File: src/mipb_pkg.sv
package mipb_pkg;

	// ==========================================================================
	// Bus geometry
	localparam int unsigned ADDR_W = 12;
	localparam int unsigned DATA_W = 32;
	localparam int unsigned STRB_W = 4;
	localparam int unsigned IDX_W  = 10;

	// ==========================================================================
	// Register indices; the byte address of each register is four times its index.
	localparam logic [IDX_W-1:0] IDX_PORT0_DIRECTION       = 10'h0B8;
	localparam logic [IDX_W-1:0] IDX_PORT1_DIRECTION       = 10'h0C1;
	localparam logic [IDX_W-1:0] IDX_PORT5_DIRECTION       = 10'h0C5;
	localparam logic [IDX_W-1:0] IDX_PORT0_DATA            = 10'h0D0;
	localparam logic [IDX_W-1:0] IDX_PORT1_DATA            = 10'h0D1;
	localparam logic [IDX_W-1:0] IDX_PORT5_DATA            = 10'h0D5;
	localparam logic [IDX_W-1:0] IDX_PORT0_PULLUP_ENABLE   = 10'h0E0;
	localparam logic [IDX_W-1:0] IDX_PORT1_PULLUP_ENABLE   = 10'h0E1;
	localparam logic [IDX_W-1:0] IDX_PORT5_PULLUP_ENABLE   = 10'h0E5;
	localparam logic [IDX_W-1:0] IDX_OPEN_DRAIN_CONTROL    = 10'h0E9;

	// Index bits [9:8] select the access kind: plain write, bit set or bit clear.
	localparam logic [1:0] ALIAS_PLAIN = 2'h0;
	localparam logic [1:0] ALIAS_SET   = 2'h1;
	localparam logic [1:0] ALIAS_CLR   = 2'h2;

	// ==========================================================================
	// Field layout
	localparam int unsigned PORT0_PINS       = 1;
	localparam int unsigned PORT1_PINS       = 6;
	localparam int unsigned PORT1_DRV_PINS   = 5;
	localparam int unsigned PORT5_PINS       = 8;
	localparam int unsigned DRV_PINS         = 14;
	localparam int unsigned INPUT_ONLY_BIT   = 5;
	localparam int unsigned OPEN_DRAIN_BIT   = 0;
	localparam int unsigned OPEN_DRAIN_PIN   = 1;
	localparam logic [7:0]  MASK_PORT0       = 8'h01;
	localparam logic [7:0]  MASK_PORT1       = 8'h1F;
	localparam logic [7:0]  MASK_PORT5       = 8'hFF;
	localparam logic [7:0]  MASK_OPEN_DRAIN  = 8'h01;

	// ==========================================================================
	// Reset values
	localparam logic [7:0] RST_DIRECTION  = 8'h00;
	localparam logic [7:0] RST_DATA       = 8'h00;
	localparam logic [7:0] RST_PULLUP     = 8'h00;
	localparam logic [7:0] RST_OPEN_DRAIN = 8'h00;

	// ==========================================================================
	// Responses and enumerations
	localparam logic [1:0] RESP_OKAY   = 2'h0;
	localparam logic [1:0] RESP_SLVERR = 2'h2;

	typedef enum logic [1:0] {MIPB_OP_WRITE, MIPB_OP_SET, MIPB_OP_CLR, MIPB_OP_BAD} mipb_op_t;

	typedef enum logic [3:0] {
		MIPB_RID_NONE,
		MIPB_RID_P0_DIR, MIPB_RID_P1_DIR, MIPB_RID_P5_DIR,
		MIPB_RID_P0_DAT, MIPB_RID_P1_DAT, MIPB_RID_P5_DAT,
		MIPB_RID_P0_PU,  MIPB_RID_P1_PU,  MIPB_RID_P5_PU,
		MIPB_RID_OD
	} mipb_rid_t;

endpackage

File: src/mipb_axil_slave.sv
`timescale 1ns/10ps
`default_nettype none

module mipb_axil_slave (
	// Clock and reset
	input  wire logic                          aclk,
	input  wire logic                          aresetn,
	// Write address and data
	input  wire logic [mipb_pkg::ADDR_W-1:0]   awaddr,
	input  wire logic                          awvalid,
	output logic                               awready,
	input  wire logic [mipb_pkg::DATA_W-1:0]   wdata,
	input  wire logic [mipb_pkg::STRB_W-1:0]   wstrb,
	input  wire logic                          wvalid,
	output logic                               wready,
	// Write response
	output logic [1:0]                         bresp,
	output logic                               bvalid,
	input  wire logic                          bready,
	// Read
	input  wire logic [mipb_pkg::ADDR_W-1:0]   araddr,
	input  wire logic                          arvalid,
	output logic                               arready,
	output logic [mipb_pkg::DATA_W-1:0]        rdata,
	output logic [1:0]                         rresp,
	output logic                               rvalid,
	input  wire logic                          rready,
	// Register side
	output logic                               wr_en,
	output logic [mipb_pkg::ADDR_W-1:0]        wr_addr,
	output logic [mipb_pkg::DATA_W-1:0]        wr_data,
	output logic [mipb_pkg::STRB_W-1:0]        wr_strb,
	input  wire logic                          wr_err,
	output logic                               rd_en,
	output logic [mipb_pkg::ADDR_W-1:0]        rd_addr,
	input  wire logic [mipb_pkg::DATA_W-1:0]   rd_data,
	input  wire logic                          rd_err
);

	typedef struct packed {
		logic [mipb_pkg::ADDR_W-1:0] awaddr;
		logic                        aw_got;
		logic [mipb_pkg::DATA_W-1:0] wdata;
		logic [mipb_pkg::STRB_W-1:0] wstrb;
		logic                        w_got;
		logic                        bvalid;
		logic [1:0]                  bresp;
		logic                        rvalid;
		logic [mipb_pkg::DATA_W-1:0] rdata;
		logic [1:0]                  rresp;
	} mipb_axil_st_t;

	mipb_axil_st_t st_r;
	mipb_axil_st_t st_nxt;

	// ==========================================================================
	// Handshakes
	// Address and data may arrive in either order; the write commits once both are held.
	always_comb begin
		st_nxt  = st_r;
		awready = ~st_r.aw_got & ~st_r.bvalid;
		wready  = ~st_r.w_got & ~st_r.bvalid;
		arready = ~st_r.rvalid;
		wr_en   = st_r.aw_got & st_r.w_got & ~st_r.bvalid;
		wr_addr = st_r.awaddr;
		wr_data = st_r.wdata;
		wr_strb = st_r.wstrb;
		rd_en   = arvalid & ~st_r.rvalid;
		rd_addr = araddr;
		if (awvalid & awready) begin
			st_nxt.awaddr = awaddr;
			st_nxt.aw_got = 1'b1;
		end
		if (wvalid & wready) begin
			st_nxt.wdata = wdata;
			st_nxt.wstrb = wstrb;
			st_nxt.w_got = 1'b1;
		end
		if (wr_en) begin
			st_nxt.aw_got = 1'b0;
			st_nxt.w_got  = 1'b0;
			st_nxt.bvalid = 1'b1;
			st_nxt.bresp  = wr_err ? mipb_pkg::RESP_SLVERR : mipb_pkg::RESP_OKAY;
		end else if (st_r.bvalid & bready) begin
			st_nxt.bvalid = 1'b0;
		end
		if (rd_en) begin
			st_nxt.rvalid = 1'b1;
			st_nxt.rdata  = rd_data;
			st_nxt.rresp  = rd_err ? mipb_pkg::RESP_SLVERR : mipb_pkg::RESP_OKAY;
		end else if (st_r.rvalid & rready) begin
			st_nxt.rvalid = 1'b0;
		end
	end

	always_ff @(posedge aclk) begin
		if (!aresetn) begin
			st_r <= '0;
		end else begin
			st_r <= st_nxt;
		end
	end

	assign bvalid = st_r.bvalid;
	assign bresp  = st_r.bresp;
	assign rvalid = st_r.rvalid;
	assign rdata  = st_r.rdata;
	assign rresp  = st_r.rresp;

endmodule

`default_nettype wire

File: src/mipb_io_port.sv
`timescale 1ns/10ps
`default_nettype none

// Function
// - Every pin except the input-only pin of port 1 has its own direction bit, 0 for input and 1 for a driving output.
// - The input-only pin of port 1 always reads 1 in its direction bit, whatever is written.
// - Writing 1 into a write-only pull-up bit switches that pin's internal pull-up on.
// - The input-only pin has no pull-up and its pull-up bit stays fixed at 0.
// - Bit 0 of the open-drain control register turns port 1 pin 0 into an open-drain output.
// - The input-only pin's data bit is read-only and reads 1 when external reset is selected.
// - Direction registers accept single-bit set and clear without touching the other bits.
// - A data write, bit set or bit clear sets the level driven on pins that are outputs.
// - Reading a data register returns the present state of that port's pins.
module mipb_io_port (
	// Clock and reset
	input  wire logic                                  aclk,
	input  wire logic                                  aresetn,
	// AXI4-Lite write address and data
	input  wire logic [mipb_pkg::ADDR_W-1:0]           s_axi_awaddr,
	input  wire logic                                  s_axi_awvalid,
	output logic                                       s_axi_awready,
	input  wire logic [mipb_pkg::DATA_W-1:0]           s_axi_wdata,
	input  wire logic [mipb_pkg::STRB_W-1:0]           s_axi_wstrb,
	input  wire logic                                  s_axi_wvalid,
	output logic                                       s_axi_wready,
	// AXI4-Lite write response
	output logic [1:0]                                 s_axi_bresp,
	output logic                                       s_axi_bvalid,
	input  wire logic                                  s_axi_bready,
	// AXI4-Lite read
	input  wire logic [mipb_pkg::ADDR_W-1:0]           s_axi_araddr,
	input  wire logic                                  s_axi_arvalid,
	output logic                                       s_axi_arready,
	output logic [mipb_pkg::DATA_W-1:0]                s_axi_rdata,
	output logic [1:0]                                 s_axi_rresp,
	output logic                                       s_axi_rvalid,
	input  wire logic                                  s_axi_rready,
	// Configuration option
	input  wire logic                                  ext_reset_option,
	// Port 0 pads
	input  wire logic [mipb_pkg::PORT0_PINS-1:0]       port0_pad_in,
	output logic [mipb_pkg::PORT0_PINS-1:0]            port0_pad_out,
	output logic [mipb_pkg::PORT0_PINS-1:0]            port0_pad_oe,
	output logic [mipb_pkg::PORT0_PINS-1:0]            port0_pullup_on,
	// Port 1 pads; pin 5 is input only
	input  wire logic [mipb_pkg::PORT1_PINS-1:0]       port1_pad_in,
	output logic [mipb_pkg::PORT1_DRV_PINS-1:0]        port1_pad_out,
	output logic [mipb_pkg::PORT1_DRV_PINS-1:0]        port1_pad_oe,
	output logic [mipb_pkg::PORT1_DRV_PINS-1:0]        port1_pullup_on,
	// Port 5 pads
	input  wire logic [mipb_pkg::PORT5_PINS-1:0]       port5_pad_in,
	output logic [mipb_pkg::PORT5_PINS-1:0]            port5_pad_out,
	output logic [mipb_pkg::PORT5_PINS-1:0]            port5_pad_oe,
	output logic [mipb_pkg::PORT5_PINS-1:0]            port5_pullup_on
);

	// ==========================================================================
	// State
	// Only implemented bits are stored; fixed bits are inserted when read.
	typedef struct packed {
		logic [7:0] p0_dir;
		logic [7:0] p1_dir;
		logic [7:0] p5_dir;
		logic [7:0] p0_dat;
		logic [7:0] p1_dat;
		logic [7:0] p5_dat;
		logic [7:0] p0_pu;
		logic [7:0] p1_pu;
		logic [7:0] p5_pu;
		logic [7:0] od;
	} mipb_regs_t;

	localparam mipb_regs_t REGS_RST = '{
		p0_dir: mipb_pkg::RST_DIRECTION,
		p1_dir: mipb_pkg::RST_DIRECTION,
		p5_dir: mipb_pkg::RST_DIRECTION,
		p0_dat: mipb_pkg::RST_DATA,
		p1_dat: mipb_pkg::RST_DATA,
		p5_dat: mipb_pkg::RST_DATA,
		p0_pu:  mipb_pkg::RST_PULLUP,
		p1_pu:  mipb_pkg::RST_PULLUP,
		p5_pu:  mipb_pkg::RST_PULLUP,
		od:     mipb_pkg::RST_OPEN_DRAIN
	};

	mipb_regs_t st_r;
	mipb_regs_t st_nxt;

	// ==========================================================================
	// Decoding helpers
	function automatic mipb_pkg::mipb_rid_t decode_rid(input logic [mipb_pkg::IDX_W-1:0] idx);
		mipb_pkg::mipb_rid_t rid;
		if (idx == mipb_pkg::IDX_PORT0_DIRECTION) begin
			rid = mipb_pkg::MIPB_RID_P0_DIR;
		end else if (idx == mipb_pkg::IDX_PORT1_DIRECTION) begin
			rid = mipb_pkg::MIPB_RID_P1_DIR;
		end else if (idx == mipb_pkg::IDX_PORT5_DIRECTION) begin
			rid = mipb_pkg::MIPB_RID_P5_DIR;
		end else if (idx == mipb_pkg::IDX_PORT0_DATA) begin
			rid = mipb_pkg::MIPB_RID_P0_DAT;
		end else if (idx == mipb_pkg::IDX_PORT1_DATA) begin
			rid = mipb_pkg::MIPB_RID_P1_DAT;
		end else if (idx == mipb_pkg::IDX_PORT5_DATA) begin
			rid = mipb_pkg::MIPB_RID_P5_DAT;
		end else if (idx == mipb_pkg::IDX_PORT0_PULLUP_ENABLE) begin
			rid = mipb_pkg::MIPB_RID_P0_PU;
		end else if (idx == mipb_pkg::IDX_PORT1_PULLUP_ENABLE) begin
			rid = mipb_pkg::MIPB_RID_P1_PU;
		end else if (idx == mipb_pkg::IDX_PORT5_PULLUP_ENABLE) begin
			rid = mipb_pkg::MIPB_RID_P5_PU;
		end else if (idx == mipb_pkg::IDX_OPEN_DRAIN_CONTROL) begin
			rid = mipb_pkg::MIPB_RID_OD;
		end else begin
			rid = mipb_pkg::MIPB_RID_NONE;
		end
		return rid;
	endfunction

	function automatic mipb_pkg::mipb_op_t decode_op(input logic [1:0] alias_sel);
		mipb_pkg::mipb_op_t op;
		if (alias_sel == mipb_pkg::ALIAS_PLAIN) begin
			op = mipb_pkg::MIPB_OP_WRITE;
		end else if (alias_sel == mipb_pkg::ALIAS_SET) begin
			op = mipb_pkg::MIPB_OP_SET;
		end else if (alias_sel == mipb_pkg::ALIAS_CLR) begin
			op = mipb_pkg::MIPB_OP_CLR;
		end else begin
			op = mipb_pkg::MIPB_OP_BAD;
		end
		return op;
	endfunction

	// Applies a plain write, a bit set or a bit clear, keeping only implemented bits.
	function automatic logic [7:0] apply_op(
		input logic [7:0]          cur,
		input logic [7:0]          val,
		input mipb_pkg::mipb_op_t  op,
		input logic [7:0]          mask
	);
		logic [7:0] res;
		case (op)
			mipb_pkg::MIPB_OP_SET: begin
				res = cur | val;
			end
			mipb_pkg::MIPB_OP_CLR: begin
				res = cur & ~val;
			end
			default: begin
				res = val;
			end
		endcase
		return res & mask;
	endfunction

	// ==========================================================================
	// Bus slave
	logic                            wr_en;
	logic [mipb_pkg::ADDR_W-1:0]     wr_addr;
	logic [mipb_pkg::DATA_W-1:0]     wr_data;
	logic [mipb_pkg::STRB_W-1:0]     wr_strb;
	logic                            wr_err;
	logic                            rd_en;
	logic [mipb_pkg::ADDR_W-1:0]     rd_addr;
	logic [mipb_pkg::DATA_W-1:0]     rd_data;
	logic                            rd_err;

	mipb_axil_slave u_slave (
		.aclk    (aclk),
		.aresetn (aresetn),
		.awaddr  (s_axi_awaddr),
		.awvalid (s_axi_awvalid),
		.awready (s_axi_awready),
		.wdata   (s_axi_wdata),
		.wstrb   (s_axi_wstrb),
		.wvalid  (s_axi_wvalid),
		.wready  (s_axi_wready),
		.bresp   (s_axi_bresp),
		.bvalid  (s_axi_bvalid),
		.bready  (s_axi_bready),
		.araddr  (s_axi_araddr),
		.arvalid (s_axi_arvalid),
		.arready (s_axi_arready),
		.rdata   (s_axi_rdata),
		.rresp   (s_axi_rresp),
		.rvalid  (s_axi_rvalid),
		.rready  (s_axi_rready),
		.wr_en   (wr_en),
		.wr_addr (wr_addr),
		.wr_data (wr_data),
		.wr_strb (wr_strb),
		.wr_err  (wr_err),
		.rd_en   (rd_en),
		.rd_addr (rd_addr),
		.rd_data (rd_data),
		.rd_err  (rd_err)
	);

	// ==========================================================================
	// Write decode
	logic [mipb_pkg::IDX_W-1:0]  wr_idx;
	mipb_pkg::mipb_rid_t         wr_rid;
	mipb_pkg::mipb_op_t          wr_op;
	logic                        wr_is_bitop_target;
	logic [7:0]                  wr_byte;

	always_comb begin
		wr_idx  = wr_addr[mipb_pkg::ADDR_W-1:2];
		wr_rid  = decode_rid({2'h0, wr_idx[7:0]});
		wr_op   = decode_op(wr_idx[9:8]);
		wr_byte = wr_data[7:0];
		// Set and clear aliases exist for direction and data registers only.
		wr_is_bitop_target = (wr_rid == mipb_pkg::MIPB_RID_P0_DIR) ||
			(wr_rid == mipb_pkg::MIPB_RID_P1_DIR) ||
			(wr_rid == mipb_pkg::MIPB_RID_P5_DIR) ||
			(wr_rid == mipb_pkg::MIPB_RID_P0_DAT) ||
			(wr_rid == mipb_pkg::MIPB_RID_P1_DAT) ||
			(wr_rid == mipb_pkg::MIPB_RID_P5_DAT);
		wr_err = (wr_rid == mipb_pkg::MIPB_RID_NONE) ||
			(wr_op == mipb_pkg::MIPB_OP_BAD) ||
			((wr_op != mipb_pkg::MIPB_OP_WRITE) && !wr_is_bitop_target);
	end

	// ==========================================================================
	// Register update
	// Only byte lane 0 carries register bits; a write without it changes nothing.
	always_comb begin
		st_nxt = st_r;
		if (wr_en && !wr_err && wr_strb[0]) begin
			case (wr_rid)
				mipb_pkg::MIPB_RID_P0_DIR: begin
					st_nxt.p0_dir = apply_op(st_r.p0_dir, wr_byte, wr_op, mipb_pkg::MASK_PORT0);
				end
				mipb_pkg::MIPB_RID_P1_DIR: begin
					st_nxt.p1_dir = apply_op(st_r.p1_dir, wr_byte, wr_op, mipb_pkg::MASK_PORT1);
				end
				mipb_pkg::MIPB_RID_P5_DIR: begin
					st_nxt.p5_dir = apply_op(st_r.p5_dir, wr_byte, wr_op, mipb_pkg::MASK_PORT5);
				end
				mipb_pkg::MIPB_RID_P0_DAT: begin
					st_nxt.p0_dat = apply_op(st_r.p0_dat, wr_byte, wr_op, mipb_pkg::MASK_PORT0);
				end
				mipb_pkg::MIPB_RID_P1_DAT: begin
					// The input-only pin's data bit is outside the mask and cannot be written.
					st_nxt.p1_dat = apply_op(st_r.p1_dat, wr_byte, wr_op, mipb_pkg::MASK_PORT1);
				end
				mipb_pkg::MIPB_RID_P5_DAT: begin
					st_nxt.p5_dat = apply_op(st_r.p5_dat, wr_byte, wr_op, mipb_pkg::MASK_PORT5);
				end
				mipb_pkg::MIPB_RID_P0_PU: begin
					st_nxt.p0_pu = wr_byte & mipb_pkg::MASK_PORT0;
				end
				mipb_pkg::MIPB_RID_P1_PU: begin
					st_nxt.p1_pu = wr_byte & mipb_pkg::MASK_PORT1;
				end
				mipb_pkg::MIPB_RID_P5_PU: begin
					st_nxt.p5_pu = wr_byte & mipb_pkg::MASK_PORT5;
				end
				mipb_pkg::MIPB_RID_OD: begin
					st_nxt.od = wr_byte & mipb_pkg::MASK_OPEN_DRAIN;
				end
				default: begin
					st_nxt = st_r;
				end
			endcase
		end
	end

	always_ff @(posedge aclk) begin
		if (!aresetn) begin
			st_r <= REGS_RST;
		end else begin
			st_r <= st_nxt;
		end
	end

	// ==========================================================================
	// Read path
	logic [mipb_pkg::IDX_W-1:0]  rd_idx;
	mipb_pkg::mipb_rid_t         rd_rid;
	logic [7:0]                  p1_pin_state;
	logic [7:0]                  rd_byte;

	always_comb begin
		rd_idx = rd_addr[mipb_pkg::ADDR_W-1:2];
		rd_rid = decode_rid(rd_idx);
		p1_pin_state = {2'h0, port1_pad_in} & {2'h0, mipb_pkg::PORT1_PINS'('1)};
		p1_pin_state[mipb_pkg::INPUT_ONLY_BIT] = ext_reset_option |
			port1_pad_in[mipb_pkg::INPUT_ONLY_BIT];
		rd_err  = 1'b0;
		rd_byte = 8'h00;
		case (rd_rid)
			mipb_pkg::MIPB_RID_P0_DIR: begin
				rd_byte = st_r.p0_dir;
			end
			mipb_pkg::MIPB_RID_P1_DIR: begin
				rd_byte = st_r.p1_dir;
				rd_byte[mipb_pkg::INPUT_ONLY_BIT] = 1'b1;
			end
			mipb_pkg::MIPB_RID_P5_DIR: begin
				rd_byte = st_r.p5_dir;
			end
			mipb_pkg::MIPB_RID_P0_DAT: begin
				rd_byte = {7'h00, port0_pad_in};
			end
			mipb_pkg::MIPB_RID_P1_DAT: begin
				rd_byte = p1_pin_state;
			end
			mipb_pkg::MIPB_RID_P5_DAT: begin
				rd_byte = port5_pad_in;
			end
			mipb_pkg::MIPB_RID_P0_PU, mipb_pkg::MIPB_RID_P1_PU, mipb_pkg::MIPB_RID_P5_PU,
			mipb_pkg::MIPB_RID_OD: begin
				// Write-only registers answer zero rather than an error.
				rd_byte = 8'h00;
			end
			default: begin
				rd_err = 1'b1;
			end
		endcase
		rd_data = {24'h000000, rd_byte};
	end

	// ==========================================================================
	// Pin drivers
	// All driven pins are lined up as port 0 pin 0, port 1 pins 0 to 4, then port 5.
	logic [mipb_pkg::DRV_PINS-1:0] drv_dir;
	logic [mipb_pkg::DRV_PINS-1:0] drv_dat;
	logic [mipb_pkg::DRV_PINS-1:0] drv_pu;
	logic [mipb_pkg::DRV_PINS-1:0] drv_od;
	logic [mipb_pkg::DRV_PINS-1:0] drv_out;
	logic [mipb_pkg::DRV_PINS-1:0] drv_oe;
	logic [mipb_pkg::DRV_PINS-1:0] drv_pu_on;

	always_comb begin
		drv_dir = {st_r.p5_dir, st_r.p1_dir[4:0], st_r.p0_dir[0]};
		drv_dat = {st_r.p5_dat, st_r.p1_dat[4:0], st_r.p0_dat[0]};
		drv_pu  = {st_r.p5_pu, st_r.p1_pu[4:0], st_r.p0_pu[0]};
		drv_od  = '0;
		drv_od[mipb_pkg::OPEN_DRAIN_PIN] = st_r.od[mipb_pkg::OPEN_DRAIN_BIT];
	end

	genvar gi;
	generate
		for (gi = 0; gi < mipb_pkg::DRV_PINS; gi++) begin : g_pin
			mipb_pin_cell u_cell (
				.dir     (drv_dir[gi]),
				.dat     (drv_dat[gi]),
				.pu      (drv_pu[gi]),
				.od      (drv_od[gi]),
				.pad_out (drv_out[gi]),
				.pad_oe  (drv_oe[gi]),
				.pad_pu  (drv_pu_on[gi])
			);
		end
	endgenerate

	assign port0_pad_out   = drv_out[0];
	assign port0_pad_oe    = drv_oe[0];
	assign port0_pullup_on = drv_pu_on[0];
	assign port1_pad_out   = drv_out[5:1];
	assign port1_pad_oe    = drv_oe[5:1];
	assign port1_pullup_on = drv_pu_on[5:1];
	assign port5_pad_out   = drv_out[13:6];
	assign port5_pad_oe    = drv_oe[13:6];
	assign port5_pullup_on = drv_pu_on[13:6];

endmodule

`default_nettype wire

File: src/mipb_pin_cell.sv
`timescale 1ns/10ps
`default_nettype none

module mipb_pin_cell (
	// Pin configuration
	input  wire logic dir,
	input  wire logic dat,
	input  wire logic pu,
	input  wire logic od,
	// Pad
	output logic      pad_out,
	output logic      pad_oe,
	output logic      pad_pu
);

	// ==========================================================================
	// Drive
	// An open-drain pin only ever drives low and lets the wire float for a one.
	always_comb begin
		pad_out = od ? 1'b0 : dat;
		pad_oe  = dir & (~od | ~dat);
		pad_pu  = pu;
	end

endmodule

`default_nettype wire

File: config.mk
export PLATFORM = sky130hd
export DESIGN_NAME = mipb_io_port
export DESIGN_NICKNAME = d
export VERILOG_FILES = /design/src/mipb_pkg.sv /design/src/mipb_axil_slave.sv /design/src/mipb_io_port.sv /design/src/mipb_pin_cell.sv
export SDC_FILE = /design/constraint.sdc
export NUM_CORES = 1
export LEC_CHECK = 0
export BUFFER_PORTS_ARGS = -buffer_cell sky130_fd_sc_hd__buf_4
export CAP_MARGIN = 30
export CORE_MARGIN = 3
export CORE_UTILIZATION = 40
export DETAILED_ROUTE_END_ITERATION = 12
export PLACE_DENSITY = 0.73
export SYNTH_ARGS = -nofsm -noshare
export SYNTH_HDL_FRONTEND = slang
export SYNTH_HIERARCHICAL = 1
export SYNTH_SLANG_ARGS = --single-unit
File: constraint.sdc
create_clock -name aclk -period 3.7 [get_ports aclk]
set_input_delay 0.555 -clock aclk [delete_from_list [all_inputs] [get_ports aclk]]
set_output_delay 0.555 -clock aclk [all_outputs]
set_load 0.05 [all_outputs]
==> results of run 1 <==
[power by group through the flow]
| stage | clock network [mW] | registers, mW | logic, mW |
|---|---|---|---|
| finish | 0.970 | 1.16 | 0.339 |
| global route | 1.03 | 1.16 | 0.371 |
| CTS | 0.999 | 1.16 | 0.339 |
| detailed placement | 0 | 1.18 | 0.337 |
| global placement | 0 | 1.18 | 0.336 |
| floorplan | 0 | 1.16 | 0.309 |
[layer usage]
metal  GRT usage [%]  routed length, um  vias to the layer above  share of wire [%]
met2            25.6               5860                      140                 45
met1            23.3               6010                     2050                 47
met3            2.76                766                       19                5.9
met4            6.30                274                        0                2.1
li1                -                  -                     2359                  -
met5               0                  0                        -                  0
[worst min path at each step]
stage	endpoint	slack [ns]	depth (start not counted)	startpoint
after floorplan	u_slave/wr_data[3]$_SDFFE_PN0P_	0.43	2	u_slave/wr_data[3]$_SDFFE_PN0P_
after CTS	u_slave/wr_addr[8]$_SDFFE_PN0P_	0.41	3	s_axi_awaddr[8]
final	u_slave/wr_addr[7]$_SDFFE_PN0P_	0.43	3	s_axi_awaddr[7]
after global routing	u_slave/wr_addr[7]$_SDFFE_PN0P_	0.42	3	s_axi_awaddr[7]
after global placement	drv_pu[0]$_SDFFE_PN0P_	0.44	2	drv_pu[0]$_SDFFE_PN0P_
after detailed placement	drv_pu[8]$_SDFFE_PN0P_	0.45	2	drv_pu[8]$_SDFFE_PN0P_
[critical path, cell delays in order, from the launching register on]
cell and delay [ns]:
dfxtp_1 0.40, nand3b_1 0.25, inv_1 0.08, nand2_1 0.07
or2_1 0.23, nor3_1 0.56, and2_1 0.52, nand2_1 0.09
a32o_1 0.27
[sequential cells by signal, summed over array words and instances, names as in the netlist, 2 cells and up]
name and flops:
drv_pu 14, u_slave/wr_data 8, u_slave/wr_addr 10, u_slave/st_r 2
drv_dir 14, u_slave/rdata 32, drv_dat 14
[cell type report]
cell class / instances / area, um2 / area share [%]
Inverter: 10 / 37.5 / 0.590
Clock inverter: 7 / 81.3 / 1.28
Tap cell: 176 / 220 / 3.46
Sequential cell: 100 / 2000 / 31.5
Multi-Input combinational cell: 502 / 2790 / 43.8
Timing Repair Buffer: 135 / 1010 / 15.9
Clock buffer: 9 / 225 / 3.54
[per-stage QoR]
stage          cell area, um2  hold slack [ns]  worst slack (ns)
6_report                 6360            0.427              1.13
5_1_grt                  6360            0.423             0.880
4_1_cts                  6360            0.414              1.11
3_5_place_dp             6060            0.448              1.08
3_3_place_gp             6060            0.443              1.06
2_1_floorplan            5640            0.429              1.30
[placed cells by master, fill, tap and decap left out, types with 2 or more instances in the layout]
cell	n
xnor2_1	2
conb_1	52
nor2b_1	25
nor4b_1	2
a32o_1	14
a21oi_1	13
nand4b_1	2
dfxtp_1	100
o211ai_1	9
nor3_1	3
nand2_1	149
inv_2	2
and3_1	7
o21ai_1	14
o21ai_0	30
a22o_1	2
buf_4	135
a31oi_1	2
clkinv_4	2
and2_1	4
clkbuf_16	9
a22oi_1	8
inv_1	8
ha_1	4
nand3_1	32
a21boi_1	24
nor2_1	20
nor3b_2	2
nand2b_1	8
nor3b_1	2
nor3_2	3
o31ai_1	3
mux2i_1	10
nor4_1	6
inv_6	3
a21boi_0	31
==> flow_metrics.py, run 1 <==
metrics = {
    "status": {
        "status": "completed",
    },
    "critical_path": {
        "crit_path_start": "u_slave/bvalid$_SDFFE_PN0P_",
        "crit_type": "reg -> reg",
        "r2r-end": "drv_dat[13]$_SDFFE_PN0P_",
        "rrSetupSlack_ns": 1.13,
        "start_kind": "flip-flop",
        "worst-path-max-fanout": 12,
        "crit_end": "drv_dat[13]$_SDFFE_PN0P_",
        "worst_setup_path_end_kind": "flip-flop",
        "worstRegToRegCells": 8,
        "crit_arrival_ns": 2.80,
        "worstPathRequired_ns": 3.93,
        "rr_startpoint": "u_slave/bvalid$_SDFFE_PN0P_",
    },
    "sta": {
        "worstMarginPinSlew_ns": 0.996,
        "hold_viol_final": 0,
        "timing.final.max_slew_violations": 0,
        "setup_viol": 0,
        "rsz0062_at_grt": "false",
        "finalCritPeriodShare_pct": 69.5,
        "slew_headroom_pct": 33.3,
        "fin_crit_ns": 2.57,
        "fmax_ghz": 0.389,
        "finalSetupTns_ns": 0,
        "finalClockSkew_ns": 0.0115,
    },
    "clock_tree": {
        "clk_latency_ns": 0.34,
        "cts.repair.resized": 0,
        "cts_buffer_depth": 2,
        "cts_tree": "done",
        "cts.htree.levels": 3,
        "cts.sinks": 100,
        "cts_buffers": 9,
        "clkSlewWorstSetupHoldPaths_ns": 0.07,
        "ctsHoldBuffers": 0,
        "ctsRootBufferMaster": "clkbuf_16",
        "postCtsSetupBuffers": 0,
    },
    "routing": {
        "post_drt_wl_per_cell_um": 13.8,
        "vias": 4568,
        "routed_via_density": 4.86,
        "wl_mm": 12.9,
        "drc": 0,
        "ant_nets": 0,
        "drt_iter0_markers": 318,
        "first_pass_iters": 5,
    },
    "floorplanning": {
        "die_h_um": 123,
        "die-area_um2": 15100,
        "coreArea_um2": 13300,
        "start_util_pct": 41.0,
        "die_x_um": 123,
        "pin_count": 166,
        "rows": 42,
    },
    "pwr": {
        "finalPower_mw": 2.47,
        "pwr-share-clk_pct": 39.3,
        "ir_drop_v": 0.000199,
        "p_sw_mw": 0.700,
        "power_density_nw_per_um2": 387,
        "switching_share_pct": 28.4,
        "comb_power_share_pct": 13.7,
        "pwr-share-seq_pct": 46.9,
        "p_leak_nw": 2.60,
        "cellInternalPower_mw": 1.77,
    },
    "layout": {
        "areaGrowthSynthToFinish_pct": 16.6,
        "drive_gt1_share_pct": 21.2,
        "fillerInstances": 1354,
        "instances_no_fill": 939,
        "num-nets-final": 845,
        "utilization_pct": 47.9,
        "antenna_cells": 0,
    },
    "logic_synthesis": {
        "yosysWarningCount": 6,
        "synth_area_um2": 5460,
        "synthCells": 686,
        "syn_area_per_cell_um2": 7.95,
    },
    "global_route": {
        "grt-ovfl-total": 0,
        "grt_max_degree": 72,
        "grt_pass1_wl_mm": 20.1,
        "antenna_found_initial": 0,
        "grt_pass1_vias": 3966,
        "grtUsageTotal_pct": 16.6,
    },
    "placed_design": {
        "io_buffer_count": 132,
        "place_inst": 923,
        "dp_hpwl_mm": 9.45,
        "gp_congestion": 0.800,
    },
    "min_path": {
        "holdCritPathClass": "in -> reg",
    },
    "run": {
        "maxCapViolCount": 0,
    },
}
No activity file was read; power rests on OpenSTA's default activity.
==> inputs of run 2 (changes only) <==
- ABC_AREA: default -> 1
- PLACE_DENSITY: 0.73 -> 0.74
- clock period: 3.7 -> 2.26 ns (I/O delays scaled with it)
==> run 2 against run 1 <==
Against the previous run: first-iteration DRC count grew 9.7%; clock skew shrank 0.0039 ns; via count grew 19%; synthesized area grew 8.4%; synthesized cell count grew 33%; register-to-register slack lost 0.93 ns; hold slack lost 0.16 ns; design area grew 8.5%; combinational power grew to 2.5 times the previous value; core utilization grew 0.95 points; die area grew 8.0%.
==> flow_metrics.py, run 2 <==
metrics = {
    "sta": {
        "finalCritPeriodShare_pct": 91.5,
        "hold_viol_final": 0,
        "slew_headroom_pct": 59.7,
        "fin_ws_ns": 0.193,
        "rsz0062_at_grt": "true",
        "timing.final.max_slew_violations": 0,
        "fin_crit_ns": 2.07,
        "finalClockSkew_ns": 0.00758,
        "fmax_ghz": 0.484,
        "setup_viol": 0,
        "worstMarginPinSlew_ns": 0.603,
    },
    "clock_tree": {
        "ctsHoldBuffers": 0,
        "cts_tree": "done",
        "cts.sinks": 100,
        "cts_buffers": 9,
        "cts.htree.levels": 3,
        "ctsRootBufferMaster": "clkbuf_16",
        "clk_latency_ns": 0.35,
        "clkSlewWorstSetupHoldPaths_ns": 0.07,
        "cts_buffer_depth": 2,
        "postCtsSetupBuffers": 0,
        "cts.repair.resized": 0,
    },
    "pwr": {
        "power_density_nw_per_um2": 644,
        "pwr-share-seq_pct": 43.3,
        "pwr-share-clk_pct": 37.7,
        "cellInternalPower_mw": 3.14,
        "p_leak_nw": 3.24,
        "comb_power_share_pct": 19.1,
        "p_sw_mw": 1.31,
        "switching_share_pct": 29.5,
        "ir_drop_v": 0.000392,
    },
    "status": {
        "status": "completed",
    },
    "placed_design": {
        "place_area_um2": 6580,
        "post-place-ws_ns": 0.221,
        "io_buffer_count": 132,
        "dp_hpwl_mm": 10.6,
        "gp_congestion": 0.830,
    },
    "floorplanning": {
        "coreArea_um2": 14100,
        "pin_count": 166,
        "start_util_pct": 41.8,
        "rows": 43,
        "die-area_um2": 16300,
        "die_h_um": 128,
        "die_x_um": 128,
    },
    "layout": {
        "antenna_cells": 0,
        "drive_gt1_share_pct": 17.7,
        "layout_common_cells": "nor2_1 (226), buf_4 (141), nand2_1 (115)",
        "final_cell_area_um2": 6910,
        "final_common_cell": "nor2_1",
        "areaGrowthSynthToFinish_pct": 16.8,
        "utilization_pct": 48.8,
        "num-nets-final": 1078,
        "largest_register_ffs": 32,
    },
    "logic_synthesis": {
        "yosysWarningCount": 6,
        "synthCells": 911,
        "synth_area_um2": 5910,
        "syn_area_per_cell_um2": 6.49,
    },
    "critical_path": {
        "crit_type": "reg -> reg",
        "start_kind": "flip-flop",
        "worst-path-max-fanout": 8,
        "rr_startpoint": "u_slave/wr_addr[9]$_SDFFE_PN0P_",
        "worstRegToRegCells": 10,
        "worstPathRequired_ns": 2.55,
        "r2r-end": "drv_dir[12]$_SDFFE_PN0P_",
        "worst_setup_path_end_kind": "flip-flop",
        "crit_arrival_ns": 2.36,
        "rrSetupSlack_ns": 0.19,
    },
    "run": {
        "maxCapViolCount": 0,
    },
    "routing": {
        "first_pass_iters": 5,
        "wl_mm": 14.4,
        "routed_via_density": 4.63,
        "ant_nets": 0,
        "post_drt_wl_per_cell_um": 12.3,
        "vias": 5439,
        "drc": 0,
        "drt_iter0_markers": 349,
    },
    "global_route": {
        "grtUsageTotal_pct": 17.7,
        "grt_max_degree": 68,
        "grt-ovfl-total": 0,
        "antenna_found_initial": 0,
        "grt_pass1_wl_mm": 23.5,
        "grt_pass1_vias": 4737,
    },
    "min_path": {
        "holdCritPathClass": "in -> reg",
        "min_path_cells": 4,
        "min_to": "u_slave/bvalid$_SDFFE_PN0P_",
        "min_from": "s_axi_bready",
    },
}
## run 2: power by group through the flow
stage	logic (mW)	registers, mW	clock network (mW)
after floorplan	0.758	1.93	0
after global placement	0.832	1.96	0
after detailed placement	0.843	1.96	0
after CTS	0.846	1.92	1.72
after global routing	0.938	1.93	1.81
final	0.848	1.92	1.67
## run 2: worst max-delay path, stage by stage, from the launching register on
cell and delay [ns]:
dfxtp_1 0.39, nand2_1 0.12, nor3_1 0.24, nand2_1 0.18, nand3_1 0.11, nor2_1 0.05, nand3_2 0.11, nand4_2 0.23
nor2_2 0.40, nor2_1 0.08, nor2_1 0.10
## run 2: layer usage
layer	up-vias	track usage (%)	routed length (um)
met5	-	0	0
li1	2897	-	-
met3	18	3.76	1010
met4	0	6.18	246
met1	2368	24.3	6480
met2	156	27.7	6680
## run 2: how the worst max path moves through the flow
stage,endpoint,startpoint,depth (start not counted),slack (ns)
floorplan,drv_dir[0]$_SDFFE_PN0P_,u_slave/bvalid$_SDFFE_PN0P_,10,0.44
CTS,drv_dat[7]$_SDFFE_PN0P_,u_slave/wr_addr[9]$_SDFFE_PN0P_,10,0.20
finish,drv_dir[12]$_SDFFE_PN0P_,u_slave/wr_addr[9]$_SDFFE_PN0P_,10,0.19
detailed placement,drv_dat[7]$_SDFFE_PN0P_,u_slave/wr_addr[9]$_SDFFE_PN0P_,10,0.22
global placement,drv_dat[11]$_SDFFE_PN0P_,u_slave/wr_addr[9]$_SDFFE_PN0P_,10,0.27
global route,drv_dir[12]$_SDFFE_PN0P_,u_slave/wr_addr[9]$_SDFFE_PN0P_,10,-0.07
## run 2: through the flow
step	hold WS, ns	std cells	power [mW]	setup TNS, ns
final	0.269	1176	4.45	0
after floorplan	0.453	961	2.69	0
after CTS	0.259	1176	4.49	0
after detailed placement	0.473	1160	2.81	0
after global placement	0.463	1160	2.79	0
after global routing	0.307	1176	4.68	-0.591
## run 2: layout make-up
cell class	count	area, um2
inverter	100	375
sequential	100	2000
fill	1480	7240
timing repair buffer	143	1100
tap	180	225
clock inverter	3	68.8
clock buffer	13	250
multi-input combinational	637	2890
==> inputs of run 3 (changes only) <==
- PLACE_DENSITY: 0.74 -> 0.79
- SYNTH_HIERARCHICAL: 1 -> default
==> run 3 against run 2 <==
Against the previous run: worst setup slack got worse by 0.055 ns; sequential cell count down 24; core utilization grew 1.5 points; critical path depth rose by 6; non-clock buffer count down 19; global-route usage shrank 0.35 points; wire length down 18%; sequential share of layout area decreased by 1.5 points; register-to-register slack got worse by 0.06 ns; power shrank 23%; largest power group unchanged.
==> flow_metrics.py, run 3 <==
metrics = {
    "sta": {
        "finalCritPeriodShare_pct": 93.9,
        "hold_viol_final": 0,
        "fin_crit_ns": 2.12,
        "setup_viol": 0,
        "finalSetupTns_ns": 0,
        "timing.final.max_slew_violations": 0,
        "worst_hold_slack_ns": 0.255,
        "slew_headroom_pct": 44.0,
        "finalClockSkew_ns": 0.00748,
        "fmax_ghz": 0.471,
        "worstMarginPinSlew_ns": 0.839,
    },
    "layout": {
        "instances_no_fill": 913,
        "final_cell_area_um2": 5570,
        "antenna_cells": 0,
        "final_common_cell": "nand2_1",
        "drive_gt1_share_pct": 22.8,
        "utilization_pct": 50.3,
        "num-nets-final": 856,
        "areaGrowthSynthToFinish_pct": 19.9,
        "layout_common_cells": "nand2_1 (142), buf_4 (121), nor2_1 (108)",
    },
    "pwr": {
        "pwr-share-seq_pct": 42.3,
        "p_sw_mw": 1.04,
        "ir_drop_v": 0.000339,
        "comb_power_share_pct": 15.9,
        "cellInternalPower_mw": 2.40,
        "switching_share_pct": 30.2,
        "pwr-share-clk_pct": 41.8,
        "p_leak_nw": 2.85,
        "power_density_nw_per_um2": 616,
    },
    "routing": {
        "vias": 4436,
        "drt_iter0_markers": 380,
        "wl_mm": 11.8,
        "ant_nets": 0,
        "first_pass_iters": 7,
        "drc": 0,
        "post_drt_wl_per_cell_um": 12.9,
        "routed_via_density": 4.86,
    },
    "floorplanning": {
        "die-area_um2": 12900,
        "rows": 38,
        "pin_count": 166,
        "start_util_pct": 41.9,
        "coreArea_um2": 11100,
        "die_h_um": 114,
        "die_x_um": 114,
    },
    "critical_path": {
        "worst_path_max_delay_cell": "dfxtp_1",
        "worstRegToRegCells": 16,
        "path_common_cell": "nor2_4",
        "crit_type": "reg -> reg",
        "path_cells": "inv_1, nor2_4, nand2_2, nor2_1, nor2_2, nand2_4, nor2_4, nand3_2, nand2_2, nor2_4, buf_12, nand4_4, buf_4, nand2_1, nand2_1, nor2_1",
        "crit_arrival_ns": 2.40,
        "worstPathRequired_ns": 2.54,
        "worst_setup_path_end_kind": "flip-flop",
        "rr_startpoint": "u_slave.wr_addr[2]$_SDFFE_PN0P_",
        "rrSetupSlack_ns": 0.14,
        "crit_path_start": "u_slave.wr_addr[2]$_SDFFE_PN0P_",
        "start_kind": "flip-flop",
        "worst-path-max-fanout": 9,
        "r2r-end": "drv_dat[8]$_SDFFE_PN0P_",
        "slowest_delay_ns": 0.36,
    },
    "clock_tree": {
        "ctsHoldBuffers": 0,
        "cts.htree.levels": 3,
        "clk_latency_ns": 0.33,
        "ctsRootBufferMaster": "clkbuf_16",
        "cts_buffers": 9,
        "cts_buffer_depth": 2,
        "cts.sinks": 76,
        "cts_tree": "done",
        "clkSlewWorstSetupHoldPaths_ns": 0.06,
    },
    "global_route": {
        "grtUsageTotal_pct": 17.4,
        "antenna_found_initial": 0,
        "grt-ovfl-total": 0,
        "grt_pass1_wl_mm": 18.2,
        "grt_pass1_vias": 3801,
        "grt_max_degree": 48,
    },
    "logic_synthesis": {
        "synthTopCellsByArea": "dfxtp_1 (33%), buf_4 (12%), nand2_1 (12%)",
        "synthCells": 705,
        "seq_area_frac_synth_pct": 32.8,
        "ys_ff_latch": 76,
        "synth_area_um2": 4640,
        "syn_area_per_cell_um2": 6.59,
        "yosysWarningCount": 0,
        "synthTopCellsByCount": "nand2_1 (144), nor2_1 (110), o21ai_0 (81)",
        "yosysUniqueCellTypes": 41,
        "yosys.area.top_type": "dfxtp_1",
        "yosys.area.top_type_share_pct": 32.8,
        "ys.flop_type": "dfxtp_1",
        "synth.most_common_cell": "nand2_1",
        "ys_async_sr_fraction_pct": 0,
        "synth_edf_count": 0,
    },
    "run": {
        "maxCapViolCount": 0,
    },
    "placed_design": {
        "dp_hpwl_mm": 8.22,
        "gp_congestion": 0.855,
        "io_buffer_count": 108,
        "place_inst": 887,
        "place_area_um2": 5090,
    },
    "status": {
        "status": "completed",
    },
    "min_path": {
        "min_path_cells": 4,
        "min_to": "u_slave.bvalid$_SDFFE_PN0P_",
        "min_from": "s_axi_bready",
        "holdCritPathClass": "in -> reg",
    },
}
-- run 3: repair_timing --
action,in CTS,in global routing
endpoints found under the setup margin,0,42
resized for setup,0,19
setup buffers,0,9
-- run 3: final cells by class --
cell class,count,area [um2]
clock buffers,9,225
flip-flops and latches,76,1530
multi-input cells,477,2300
repair buffers,124,960
fillers,1112,5510
well taps,140,175
inverters,81,318
clock inverters,6,65.1
-- run 3: kinds of logic after synthesis --
family / synth area share [%]
adders and majority gates: 1.08
DFF: 32.8
and+or+nand+nor: 29.1
AOI/OAI and AO/OA: 15.5
buffers and inverters: 21.4
other: 0.0808
-- run 3: how the worst max path moves through the flow --
| stage | endpoint | slack (ns) | cells past startpoint |
|---|---|---|---|
| after floorplan | u_slave.wr_strb[0]$_SDFFE_PN0P_ | 0.13 | 5 |
| after global placement | drv_pu[1]$_SDFFE_PN0P_ | 0.17 | 12 |
| after detailed placement | drv_dir[1]$_SDFFE_PN0P_ | 0.14 | 11 |
| after CTS | drv_dir[1]$_SDFFE_PN0P_ | 0.13 | 11 |
| after global routing | drv_dat[8]$_SDFFE_PN0P_ | -0.05 | 16 |
| final | drv_dat[8]$_SDFFE_PN0P_ | 0.14 | 16 |
-- run 3: per-layer routing --
layer / part of all wire [%] / track usage, %
met3: 8.9 / 4.83
met1: 45 / 23.6
met4: 2.2 / 6.89
met2: 44 / 26.1
met5: 0 / 0
-- run 3: power by group through the flow --
stage          Sequential (mW)  Clock, mW  Combinational, mW
2_1_floorplan             1.45          0              0.416
3_3_place_gp              1.47          0              0.523
3_5_place_dp              1.47          0              0.526
4_1_cts                   1.44       1.45              0.529
5_1_grt                   1.46       1.52              0.597
6_report                  1.45       1.43              0.545
-- run 3: stage by stage --
stage	power [mW]	worst slack, ns
2_1_floorplan	1.87	0.129
3_3_place_gp	2.00	0.167
3_5_place_dp	2.00	0.142
4_1_cts	3.42	0.130
5_1_grt	3.57	-0.0519
6_report	3.43	0.137
-- run 3: worst max-delay path, delay by kind of cell (launching register included) --
kind                   cells  cell delay, ns
buffers and inverters      3            0.47
AND/OR/NAND/NOR           13            1.21
flip-flops                 1            0.36
